### config.mk
export PLATFORM = sky130hd
export DESIGN_NAME = arci_top
export DESIGN_NICKNAME = d
export VERILOG_FILES = /design/src/arci_sampler.v /design/src/arci_top.v
export VERILOG_INCLUDE_DIRS = /design/src /design/src/src
export SDC_FILE = /design/constraint.sdc
export NUM_CORES = 1
export LEC_CHECK = 0
export ABC_AREA = 0
export BUFFER_PORTS_ARGS = -buffer_cell sky130_fd_sc_hd__buf_2
export CORE_MARGIN = 1
export CORE_UTILIZATION = 57
export DETAILED_ROUTE_END_ITERATION = 6
export GPL_TIMING_DRIVEN = 0
export PLACE_DENSITY = 0.87
export SETUP_SLACK_MARGIN = 0.5
export SYNTH_ARGS = -nofsm -noshare
export SYNTH_HDL_FRONTEND = slang
export SYNTH_SLANG_ARGS = --single-unit
### constraint.sdc
create_clock -name clk_sys -period 4.4 [get_ports clk_sys]
set_clock_uncertainty 0.1 [all_clocks]
set_input_delay 0.88 -clock clk_sys [delete_from_list [all_inputs] [get_ports clk_sys]]
set_output_delay 0.88 -clock clk_sys [all_outputs]
set_load 0.03 [all_outputs]
### src/arci_consts.vh
// Constants for the analog remote control interface
`ifndef ARCI_CONSTS_VH
`define ARCI_CONSTS_VH

// Register offsets (byte addresses)
`define ARCI_ADDR_CTRL 4'h0
`define ARCI_ADDR_ROUTE 4'h4
`define ARCI_ADDR_STATUS 4'h8
`define ARCI_ADDR_ALMCNT 4'hc

// Control register fields
`define ARCI_CTRL_RANGE10 0
`define ARCI_CTRL_SBINV 1
`define ARCI_CTRL_ALLOW 2
`define ARCI_CTRL_RESET 16'h0005
`define ARCI_ROUTE_RESET 16'h001c

// Status register fields
`define ARCI_STAT_ANALOG 0
`define ARCI_STAT_DIGITAL 1
`define ARCI_STAT_DCON 2
`define ARCI_STAT_PEND_LO 8

// Alarm bit positions
`define ARCI_ALM_OT 0
`define ARCI_ALM_PF 1
`define ARCI_ALM_OVP 2
`define ARCI_ALM_OCP 3
`define ARCI_ALM_OPP 4
`define ARCI_ALM_N 5

// Converter full scale codes
`define ARCI_FS_10V 16'd26214
`define ARCI_FS_5V 16'd13107

// Timing
`define ARCI_CLK_HZ 50000000
`define ARCI_SAMPLE_HZ 500
`define ARCI_ACK_MIN_MS 50

`endif

### src/arci_sampler.v
// Set-value input sampler with range scaling and overrange clipping
`timescale 1ns/1ps
`include "arci_consts.vh"
module arci_sampler (
    // Clock, reset, enable
    input wire clk_sys,
    input wire nrst,
    input wire ce,
    // Sampling control
    input wire tick,
    input wire range10,
    // Converter code and result
    input wire [15:0] code,
    output reg [15:0] value_r,
    output reg clipped_r
);
    reg [15:0] value_nxt;
    reg clipped_nxt;

    // Clip to full scale of the range, then stretch the 5 V range to full steps
    always @* begin
        value_nxt = value_r;
        clipped_nxt = clipped_r;
        if (tick) begin
            if (range10) begin
                clipped_nxt = (code > `ARCI_FS_10V);
                value_nxt = clipped_nxt ? `ARCI_FS_10V : code;
            end else begin
                clipped_nxt = (code > `ARCI_FS_5V);
                value_nxt = clipped_nxt ? `ARCI_FS_10V : {code[14:0], 1'b0};
            end
        end
    end

    always @(posedge clk_sys or negedge nrst) begin
        if (!nrst) begin
            value_r <= 16'h0000;
            clipped_r <= 1'b0;
        end else if (ce) begin
            value_r <= value_nxt;
            clipped_r <= clipped_nxt;
        end
    end
endmodule

### src/arci_top.v
// Control logic of the isolated analog remote control interface
//
// The register offsets and the plain strobed port were chosen for this implementation.
`timescale 1ns/1ps
`include "arci_consts.vh"
module arci_top #(
    parameter SAMPLE_CYCLES = `ARCI_CLK_HZ / `ARCI_SAMPLE_HZ,
    parameter ACK_SAMPLES = (`ARCI_ACK_MIN_MS * `ARCI_SAMPLE_HZ + 999) / 1000
) (
    // Clock, reset, enable
    input wire clk_sys,
    input wire nrst,
    input wire ce,
    // Register port
    input wire [3:0] regAddr,
    input wire [15:0] regWdata,
    input wire regWr,
    input wire regRd,
    output reg [15:0] regRdata_r,
    // Interface pins, asynchronous
    input wire remoteSelectPin,
    input wire outputStandbyInput,
    input wire resistanceModePin,
    // Converter codes of set-value inputs
    input wire [15:0] voltageSetpointInput,
    input wire [15:0] currentSetpointInput,
    input wire [15:0] powerSetpointInput,
    input wire [15:0] resistanceSetpointInput,
    // Front panel values
    input wire [15:0] panelVoltage,
    input wire [15:0] panelCurrent,
    input wire [15:0] panelPower,
    input wire [15:0] panelResistance,
    input wire [15:0] panelOvpThreshold,
    input wire panelOutputOn,
    // Digital interface ownership
    input wire digitalRequest,
    input wire digitalRelease,
    input wire [1:0] digitalSource,
    // Actual values, 26214 equals 100 percent
    input wire [15:0] voltageActual,
    input wire [15:0] currentActual,
    // Alarm events
    input wire [4:0] alarmEvent,
    // Set values in use and displayed
    output reg [15:0] voltageSetValue_r,
    output reg [15:0] currentSetValue_r,
    output reg [15:0] powerSetValue_r,
    output reg [15:0] resistanceSetValue_r,
    output reg resistanceModeOn_r,
    output reg [15:0] ovpThreshold_r,
    // Analog outputs, converter codes
    output reg [15:0] referenceOutput_r,
    output reg [15:0] voltageActualOutput_r,
    output reg [15:0] currentActualOutput_r,
    // Digital outputs
    output reg alarm1Output_r,
    output reg alarm2Output_r,
    output reg dcOutputOn_r,
    // Control ownership
    output reg analogActive_r,
    output reg [2:0] controlOwner_r,
    output reg digitalError_r
);
    // Registers
    reg [15:0] ctrl_r;
    reg [15:0] route_r;
    reg [15:0] alarmCount_r;
    reg [4:0] pending_r;
    reg [4:0] pending_nxt;
    // Sampling
    reg [16:0] tickCnt_r;
    reg tick_r;
    reg [2:0] remSync1_r, sbSync1_r, resSync1_r;
    reg remSync2_r, sbSync2_r, resSync2_r;
    reg remSmp_r, remSmpPrev_r, sbSmp_r, resSmp_r;
    // Ownership and acknowledge
    reg analogReq_r;
    reg digitalOwner_r;
    reg [1:0] digitalSrc_r;
    reg [7:0] lowCnt_r;
    reg sbOnPrev_r;
    reg ackPulse_r;
    wire range10 = ctrl_r[`ARCI_CTRL_RANGE10];
    wire sbInvert = ctrl_r[`ARCI_CTRL_SBINV];
    wire allowRemote = ctrl_r[`ARCI_CTRL_ALLOW];
    wire sbOn = sbSmp_r ^ sbInvert;
    wire analogNow = analogReq_r & allowRemote & ~digitalOwner_r;
    wire [15:0] vSmp, cSmp, pSmp, rSmp;
    wire [3:0] clipped;

    // Monitor scaling: 100 percent maps to the range full scale
    function [15:0] monScale;
        input [15:0] actual;
        input rng10;
        reg [15:0] lim;
        begin
            lim = (actual > `ARCI_FS_10V) ? `ARCI_FS_10V : actual;
            monScale = rng10 ? lim : {1'b0, lim[15:1]};
        end
    endfunction

    // Sample tick no faster than the sample rate
    always @(posedge clk_sys or negedge nrst) begin
        if (!nrst) begin
            tickCnt_r <= 17'h00000;
            tick_r <= 1'b0;
        end else if (ce) begin
            tick_r <= (tickCnt_r == SAMPLE_CYCLES[16:0] - 17'h00001);
            if (tickCnt_r == SAMPLE_CYCLES[16:0] - 17'h00001) begin
                tickCnt_r <= 17'h00000;
            end else begin
                tickCnt_r <= tickCnt_r + 17'h00001;
            end
        end
    end

    // Pin synchronisers and sampled pin states
    always @(posedge clk_sys or negedge nrst) begin
        if (!nrst) begin
            remSync1_r <= 3'h7;
            sbSync1_r <= 3'h7;
            resSync1_r <= 3'h7;
            remSync2_r <= 1'b1;
            sbSync2_r <= 1'b1;
            resSync2_r <= 1'b1;
            remSmp_r <= 1'b1;
            remSmpPrev_r <= 1'b1;
            sbSmp_r <= 1'b1;
            resSmp_r <= 1'b1;
        end else if (ce) begin
            remSync1_r <= {2'b11, remoteSelectPin};
            sbSync1_r <= {2'b11, outputStandbyInput};
            resSync1_r <= {2'b11, resistanceModePin};
            remSync2_r <= remSync1_r[0];
            sbSync2_r <= sbSync1_r[0];
            resSync2_r <= resSync1_r[0];
            if (tick_r) begin
                remSmp_r <= remSync2_r;
                remSmpPrev_r <= remSmp_r;
                sbSmp_r <= sbSync2_r;
                resSmp_r <= resSync2_r;
            end
        end
    end

    // Set-value samplers
    arci_sampler uSmpV (.clk_sys(clk_sys), .nrst(nrst), .ce(ce), .tick(tick_r), .range10(range10),
        .code(voltageSetpointInput), .value_r(vSmp), .clipped_r(clipped[0]));
    arci_sampler uSmpC (.clk_sys(clk_sys), .nrst(nrst), .ce(ce), .tick(tick_r), .range10(range10),
        .code(currentSetpointInput), .value_r(cSmp), .clipped_r(clipped[1]));
    arci_sampler uSmpP (.clk_sys(clk_sys), .nrst(nrst), .ce(ce), .tick(tick_r), .range10(range10),
        .code(powerSetpointInput), .value_r(pSmp), .clipped_r(clipped[2]));
    arci_sampler uSmpR (.clk_sys(clk_sys), .nrst(nrst), .ce(ce), .tick(tick_r), .range10(range10),
        .code(resistanceSetpointInput), .value_r(rSmp), .clipped_r(clipped[3]));

    // Control ownership between analog port and digital interfaces
    always @(posedge clk_sys or negedge nrst) begin
        if (!nrst) begin
            analogReq_r <= 1'b0;
            digitalOwner_r <= 1'b0;
            digitalSrc_r <= 2'b00;
            digitalError_r <= 1'b0;
        end else if (ce) begin
            digitalError_r <= 1'b0;
            if (remSmp_r) begin
                analogReq_r <= 1'b0;
            end else if (remSmpPrev_r && !digitalOwner_r) begin
                analogReq_r <= 1'b1;
            end
            if (!allowRemote) begin
                digitalOwner_r <= 1'b0;
            end else if (digitalRequest && analogNow) begin
                digitalError_r <= 1'b1;
            end else if (digitalRequest && !digitalOwner_r) begin
                digitalOwner_r <= 1'b1;
                digitalSrc_r <= digitalSource;
            end else if (digitalRelease) begin
                digitalOwner_r <= 1'b0;
            end
        end
    end

    // Acknowledge: count consecutive off samples on the standby input
    always @(posedge clk_sys or negedge nrst) begin
        if (!nrst) begin
            lowCnt_r <= 8'h00;
            sbOnPrev_r <= 1'b1;
            ackPulse_r <= 1'b0;
        end else if (ce) begin
            ackPulse_r <= 1'b0;
            if (tick_r) begin
                sbOnPrev_r <= sbOn;
                if (!sbOn) begin
                    if (lowCnt_r != 8'hff) begin
                        lowCnt_r <= lowCnt_r + 8'h01;
                    end
                end else begin
                    lowCnt_r <= 8'h00;
                    if (!sbOnPrev_r && analogActive_r && lowCnt_r >= ACK_SAMPLES[7:0]) begin
                        ackPulse_r <= 1'b1;
                    end
                end
            end
        end
    end

    // Pending alarms: new events win over acknowledge
    always @* begin
        pending_nxt = ackPulse_r ? 5'h00 : pending_r;
        pending_nxt = pending_nxt | alarmEvent;
    end

    always @(posedge clk_sys or negedge nrst) begin
        if (!nrst) begin
            pending_r <= 5'h00;
            alarmCount_r <= 16'h0000;
        end else if (ce) begin
            pending_r <= pending_nxt;
            if ((alarmEvent & ~pending_r) != 5'h00 && alarmCount_r != 16'hffff) begin
                alarmCount_r <= alarmCount_r + 16'h0001;
            end
        end
    end

    // Register writes
    always @(posedge clk_sys or negedge nrst) begin
        if (!nrst) begin
            ctrl_r <= `ARCI_CTRL_RESET;
            route_r <= `ARCI_ROUTE_RESET;
        end else if (ce && regWr) begin
            if (regAddr == `ARCI_ADDR_CTRL) begin
                ctrl_r <= {13'h0000, regWdata[2:0]};
            end
            if (regAddr == `ARCI_ADDR_ROUTE) begin
                route_r <= {11'h000, regWdata[4:0]};
            end
        end
    end

    // Register reads, data in the following cycle
    always @(posedge clk_sys or negedge nrst) begin
        if (!nrst) begin
            regRdata_r <= 16'h0000;
        end else if (ce) begin
            regRdata_r <= 16'h0000;
            if (regRd) begin
                case (regAddr)
                    `ARCI_ADDR_CTRL: begin
                        regRdata_r <= ctrl_r;
                    end
                    `ARCI_ADDR_ROUTE: begin
                        regRdata_r <= route_r;
                    end
                    `ARCI_ADDR_STATUS: begin
                        regRdata_r <= {3'h0, pending_r, 4'h0, clipped[3], dcOutputOn_r,
                            digitalOwner_r, analogActive_r};
                    end
                    `ARCI_ADDR_ALMCNT: begin
                        regRdata_r <= alarmCount_r;
                    end
                    default: begin
                        regRdata_r <= 16'h0000;
                    end
                endcase
            end
        end
    end

    // Set values, analog outputs and alarm pins
    always @(posedge clk_sys or negedge nrst) begin
        if (!nrst) begin
            voltageSetValue_r <= 16'h0000;
            currentSetValue_r <= 16'h0000;
            powerSetValue_r <= 16'h0000;
            resistanceSetValue_r <= 16'h0000;
            resistanceModeOn_r <= 1'b0;
            ovpThreshold_r <= 16'h0000;
            referenceOutput_r <= 16'h0000;
            voltageActualOutput_r <= 16'h0000;
            currentActualOutput_r <= 16'h0000;
            alarm1Output_r <= 1'b0;
            alarm2Output_r <= 1'b0;
            dcOutputOn_r <= 1'b0;
            analogActive_r <= 1'b0;
            controlOwner_r <= 3'h0;
        end else if (ce) begin
            analogActive_r <= analogNow;
            controlOwner_r <= analogNow ? 3'h4 : (digitalOwner_r ? {1'b0, digitalSrc_r} | 3'h1 : 3'h0);
            if (analogNow) begin
                voltageSetValue_r <= vSmp;
                currentSetValue_r <= cSmp;
                powerSetValue_r <= pSmp;
                resistanceSetValue_r <= rSmp;
                resistanceModeOn_r <= ~resSmp_r;
            end else begin
                voltageSetValue_r <= panelVoltage;
                currentSetValue_r <= panelCurrent;
                powerSetValue_r <= panelPower;
                resistanceSetValue_r <= panelResistance;
                resistanceModeOn_r <= 1'b0;
            end
            ovpThreshold_r <= panelOvpThreshold;
            referenceOutput_r <= range10 ? `ARCI_FS_10V : `ARCI_FS_5V;
            voltageActualOutput_r <= monScale(voltageActual, range10);
            currentActualOutput_r <= monScale(currentActual, range10);
            alarm1Output_r <= |(pending_nxt & ~route_r[4:0]);
            alarm2Output_r <= |(pending_nxt & route_r[4:0]);
            dcOutputOn_r <= sbOn && (pending_nxt == 5'h00) && (analogNow || panelOutputOn);
        end
    end
endmodule

==> run_results.csv, run 1 <==
group,metric,value,unit
outcome,outcome,"finished, violations left",
outcome,violations,"DRC",
grt,grt_pass1_wl,61700,um
cts,insertion_delay,0.55,ns
detailed_routing,routedWlPerCell,20.1,um
yosys,avgSynthCellArea,10.4,sq um
sta,finalMaxSlewViolations,0,
grt,grt_pass1_vias,11800,
power,peakVddDrop,0.271,mV
cts,clock_path_buffers,3,
worst_hold_path,hold_class,"input port to async pin",
sta,setup_viol,0,
critical_path,critPathArrivalTime,3.59,ns
critical_path,r2r_cells,4,
yosys,synth_edf_count,0,
yosys,ys_top_cells_by_count,"258 x dfrtp_1, 157 x nor2_1, 100 x a21oi_1",
critical_path,critPathRequiredTime,4.67,ns
cts,cts_setup_buffers,0,
power,power.density,398,nW/um^2
sta,hold_ws,0.203,ns
detailed_routing,viasPerCell,6.09,
finish,final_nets,1861,
finish,syn_to_final_growth,24.1,%
floorplan,initial_core_util,57.9,%
finish,finalNonFillerCells,1958,
critical_path,end_kind,"flop",
grt,grt_max_degree,112,
sta,finalCriticalPeriod,3.32,ns
detailed_routing,ant_nets,0,
yosys,ys_seq_area_share,52.7,%
sta,fin_setup_tns,0,ns
detailed_routing,met1_length,15900,um
sta,relSlewSlack,20.0,%
grt,gr-total-overflow,0,
power,fin_total_pwr,0.00646,W
sta,fin_crit_sh,75.5,%
floorplan,die_x,153,um
sta,hold_violations,0,
yosys,synth_area,13100,sq um
cts,clk_pin_slew,0.06,ns
placed_design,dpl.hpwl,28200,um
critical_path,crit_fanout,10,
detailed_routing,first_pass_iters,7,
detailed_routing,routed-wl-met2,18800,um
sta,rsz0062_at_grt,"no",
detailed_routing,totalWireLength,39400,um
detailed_routing,drt-initial-drc-count,903,
grt,antenna_found_initial,11,
yosys,synth_top_area_share,49.4,%
floorplan,row_count,55,
detailed_routing,dr.max_layer_used,"met4",
cts,cts_repair_resize_count,0,
critical_path,start_kind,"input port",
grt,grt_use_total,32.9,%
sta,fmax,0.301,GHz
yosys,synth_warnings,0,
floorplan,core_area,22600,sq um
cts,cts_sinks,274,
yosys,synth_most_common_cell,"dfrtp_1",
cts,ctsHoldBuffers,0,
detailed_routing,drc,4,
placed_design,placed_cells,1896,
yosys,synth-main-ff-cell,"dfrtp_1",
cts,cts_buffers,29,
floorplan,dieHeight,153,um
cts,cts-root-buf,"clkbuf_16",
finish,fill_cells,1681,
critical_path,crit_type,"input port to flop",
placed_design,io_buffers,349,
yosys,syn_inst,1257,
floorplan,dieArea,23500,sq um
floorplan,io_pins,367,
yosys,ys_ff_latch,274,
finish,drive_gt1_share,28.3,%
yosys,synthTopCellsByArea,"dfrtp_1 49%, mux2i_1 6.7%, nor2_1 4.5%",
yosys,yosys.area.top_type,"dfrtp_1",
cts,cts_tree,"yes",
cts,htree_levels,1,
yosys,yosysUniqueCellTypes,65,
power,p_leak,8.09,nW
run,maxCapViolations,0,
placed_design,gp_routability_congestion,0.955,
yosys,ys_async_sr_fraction,100,%
sta,worst_slew_pin_slew,1.19,ns
detailed_routing,via_count,11900,
detailed_routing,wl_met3,2700,um
## per-stage QoR
stage / instance area, sq um / setup slack (ns) / util, %
after CTS: 16200 / 1.15 / 71.7
final: 16200 / 1.08 / 71.8
after detailed placement: 15200 / 0.577 / 67.5
after global routing: 16200 / 1.04 / 71.8
after floorplan: 13100 / 1.76 / -
after global placement: 15200 / -2.48 / 67.2
## power breakdown
part           leakage (nW)  internal [W]  switching [W]  total [W]
clock network         0.463       0.00146       0.000989    0.00245
logic                  4.24      0.000397       0.000748    0.00115
registers              3.39       0.00272       0.000147    0.00287
## final timing paths
kind	slack (ns)	from	endpoint
worst min-delay path	0.20	nrst	powerSetValue_r[9]$_DFFE_PN0P_
max in group asynchronous	3.00	nrst	currentActualOutput_r[12]$_DFFE_PN0P_
worst max-delay path	1.08	ce	powerSetValue_r[15]$_DFFE_PN0P_
worst min register to register	0.35	resSync2_r$_DFFE_PN1P_	resSmp_r$_DFFE_PN1P_
worst max register to register	1.76	ctrl_r[0]$_DFFE_PN1P_	currentActualOutput_r[6]$_DFFE_PN0P_
min in group clk_sys	0.35	resSync2_r$_DFFE_PN1P_	resSmp_r$_DFFE_PN1P_
## cells in the final DEF (no fill, tap or decap), drive strengths merged, types with 8 or more instances in the layout
cell	count
mux2i	88
mux2	33
a221oi	12
dfstp	16
o221a	8
nand2	61
diode	11
dfrtp	258
inv	57
a21oi	100
nand2b	11
o22ai	12
a31oi	26
a211oi	15
buf	382
nor2	157
o2bb2ai	15
nand3	30
clkbuf	94
nor4	15
nor3	16
a221o	18
nand4	15
and2	25
xnor2	20
a22o	14
o21ai	34
xor2	15
a2111oi	12
## metal layers
metal,track usage [%],up-vias
met5,0,-
met4,16.5,0
met3,4.79,144
met2,53.4,612
met1,43.6,5832
li1,-,5334
## worst max-delay path: stages
cell	delay [ns]
buf_2	0.11
clkbuf_1	0.48
clkbuf_1	0.60
clkbuf_1	0.70
buf_1	0.61
a21oi_1	0.19
## sequential cells by signal, summed over array words and instances, names as in the netlist, 8 cells and up
| register | count |
|---|---|
| tickCnt_r | 17 |
| alarmCount_r | 16 |
| currentActualOutput_r | 16 |
| currentSetValue_r | 16 |
| ovpThreshold_r | 16 |
| powerSetValue_r | 16 |
| regRdata_r | 16 |
| resistanceSetValue_r | 16 |
| uSmpC.value_r | 16 |
| uSmpP.value_r | 16 |
| uSmpR.value_r | 16 |
| uSmpV.value_r | 16 |
| voltageActualOutput_r | 16 |
| voltageSetValue_r | 16 |
| lowCnt_r | 8 |
## final cells by class
type                       count  area [sq um]  share of cell area, %
antenna                       11          27.5                  0.170
buffer                        78           353                   2.18
clock buffer                  47           873                   5.39
clock inverter                 4          70.1                  0.432
inverter                      58           218                   1.34
multi-input combinational    850          5620                   34.7
sequential                   274          6880                   42.4
tap                          285           357                   2.20
timing repair buffer         351          1810                   11.2
## logic make-up (layout without fill, tap and decap cells)
group,Yosys count,in the layout,synth area share (%)
other,1,15,0.0287
flip-flops,274,274,52.7
adder cells (fa/ha/maj),5,5,0.479
multiplexers,124,124,10.1
buffers and inverters,136,538,4.37
AND/OR/NAND/NOR,368,368,13.4
AO/OA/AOI/OAI,314,314,16.6
XOR/XNOR,35,35,2.35
(Power assumes the default switching activity.)
==> run 2: changes to the inputs <==
- CORE_UTILIZATION: 57 -> 48
- PLACE_DENSITY: 0.87 -> 0.78
- clock period: 4.4 -> 2.71 ns (I/O delays scaled with it)
==> run 2 against run 1 <==
Compared with the run above: the flow now finishes without violations; sequential power grew 62%; cell area grew 3.1%; cell count rose by 3.2%; hold slack lost 0.091 ns; critical path type unchanged; largest power group is now clock; highest routed layer is now met5.
==> run_results.csv, run 2 (synthesis results as in run 1) <==
group,metric,value,unit
finish,final_common_cell,"buf_2",
floorplan,dieHeight,167,um
detailed_routing,viasPerCell,5.79,
critical_path,cp_cell_sequence,"buf_2 -> and4bb_1 -> nand4_1 -> o21ai_1 -> nand2_1 -> a22o_1",
critical_path,end_kind,"flop",
grt,antenna_found_initial,11,
finish,regMostFlops,"tickCnt_r",
grt,grt_pass1_vias,11600,
cts,cts_buffers,31,
sta,fin_crit_sh,79.4,%
critical_path,cpLargestDelayFamily,"compound AO/OA/AOI/OAI gates",
grt,grt_pass1_wl,63700,um
critical_path,endpoint,"currentActualOutput_r[7]$_DFFE_PN0P_",
placed_design,dpl.hpwl,29300,um
finish,final_cell_mix,"351 x buf_2, 258 x dfrtp_1, 157 x nor2_1",
grt,gr-total-overflow,0,
detailed_routing,drt-initial-drc-count,860,
cts,cts_sinks,274,
cts,insertion_delay,0.56,ns
power,peakVddDrop,0.551,mV
floorplan,io_pins,367,
critical_path,regToRegStartpoint,"digitalOwner_r$_DFFE_PN0P_",
outcome,outcome,"finished clean",
sta,fin_setup_tns,0,ns
critical_path,path_depth,6,
finish,finalNonFillerCells,2020,
detailed_routing,via_count,11700,
floorplan,initial_core_util,48.7,%
critical_path,r2r_cells,6,
floorplan,die_x,167,um
sta,finalMaxSlewViolations,0,
detailed_routing,drc,0,
detailed_routing,routedWlPerCell,20.0,um
finish,fin_util,62.4,%
cts,htree_levels,1,
sta,setup_viol,0,
sta,rsz0062_at_grt,"yes",
floorplan,row_count,60,
finish,drive_gt1_share,32.0,%
critical_path,critPathBufInv,1,
detailed_routing,first_pass_iters,5,
grt,grt_max_degree,120,
detailed_routing,ant_nets,0,
worst_hold_path,hold_class,"input port to flop",
critical_path,rr_endpoint,"voltageSetValue_r[10]$_DFFE_PN0P_",
sta,finalCriticalPeriod,2.15,ns
placed_design,gp_routability_congestion,0.922,
detailed_routing,totalWireLength,40500,um
power,power.density,677,nW/um^2
cts,clock_path_buffers,3,
cts,cts_tree,"yes",
floorplan,dieArea,27900,sq um
critical_path,ff2ff_setup_slack,0.57,ns
critical_path,start_kind,"input port",
critical_path,crit_fanout,9,
placed_design,placed_cells,1952,
cts,cts-root-buf,"clkbuf_16",
sta,worst_slew_pin_slew,0.984,ns
sta,hold_violations,0,
cts,cts_setup_buffers,0,
finish,final_nets,1864,
critical_path,slowest_delay,0.75,ns
power,p_leak,8.33,nW
critical_path,critPathRequiredTime,3.06,ns
finish,largest_reg_flops,17,
critical_path,crit_type,"input port to flop",
critical_path,crit_path_start,"currentActual[8]",
placed_design,io_buffers,349,
grt,grt_use_total,29.0,%
finish,syn_to_final_growth,28.0,%
cts,clk_pin_slew,0.06,ns
sta,fmax,0.465,GHz
critical_path,critPathArrivalTime,2.50,ns
sta,relSlewSlack,33.8,%
critical_path,cpMaxStageDelayCell,"o21ai_1",
power,fin_total_pwr,0.0113,W
run,maxCapViolations,0,
floorplan,core_area,26800,sq um
-- run 2: how the worst min path moves through the flow --
| stage | startpoint | endpoint | slack, ns | cells past startpoint |
|---|---|---|---|---|
| 6_report | regWdata[4] | route_r[4]$_DFFE_PN1P_ | 0.11 | 2 |
| 5_1_grt | panelOvpThreshold[6] | ovpThreshold_r[6]$_DFFE_PN0P_ | 0.1 | 2 |
| 4_1_cts | panelOvpThreshold[2] | ovpThreshold_r[2]$_DFFE_PN0P_ | 0.09 | 2 |
| 3_5_place_dp | resSync2_r$_DFFE_PN1P_ | resSmp_r$_DFFE_PN1P_ | 0.35 | 2 |
| 3_3_place_gp | remSync2_r$_DFFE_PN1P_ | remSmp_r$_DFFE_PN1P_ | 0.35 | 2 |
| 2_1_floorplan | nrst | ackPulse_r$_DFFE_PN0P_ | 0.15 | 0 |
-- run 2: through the flow --
stage / worst slack (ns) / cell area [sq um] / hold WS [ns]
3_5_place_dp: -1.08 / 15400 / 0.346
6_report: 0.558 / 16700 / 0.112
4_1_cts: 0.493 / 16600 / 0.0917
2_1_floorplan: 0.495 / 13200 / 0.146
3_3_place_gp: -4.05 / 15300 / 0.346
5_1_grt: 0.424 / 16700 / 0.0989
-- run 2: repair_timing --
item | CTS | global route
gates cloned | 0 | 0
hold endpoints to repair | 62 | 0
gates resized for setup | 26 | 36
endpoints found under the setup margin | 180 | 116
hold buffers | 1 | 0
-- run 2: power by group --
group / total, W / leakage (nW) / internal [W] / switching, W
sequential: 0.00466 / 3.39 / 0.00442 / 0.000243
combinational: 0.00190 / 4.36 / 0.000659 / 0.00125
clock: 0.00475 / 0.581 / 0.00301 / 0.00174
total: 0.0113 / 8.33 / 0.00809 / 0.00323
-- run 2: layer usage --
layer	track usage (%)	vias to the layer above	routed length, um
met4	11.4	4	1340
li1	-	5373	-
met3	4.82	93	2430
met2	47.5	469	19500
met1	38.4	5751	17200
met5	0	-	31
-- run 2: cell type report --
type,count,area (sq um)
Timing Repair Buffer,352,1820
Buffer,78,422
Clock inverter,14,259
Sequential cell,274,6880
Multi-Input combinational cell,850,5750
Clock buffer,44,915
Fill cell,2246,10100
Tap cell,341,427
Antenna cell,9,22.5
Inverter,58,219
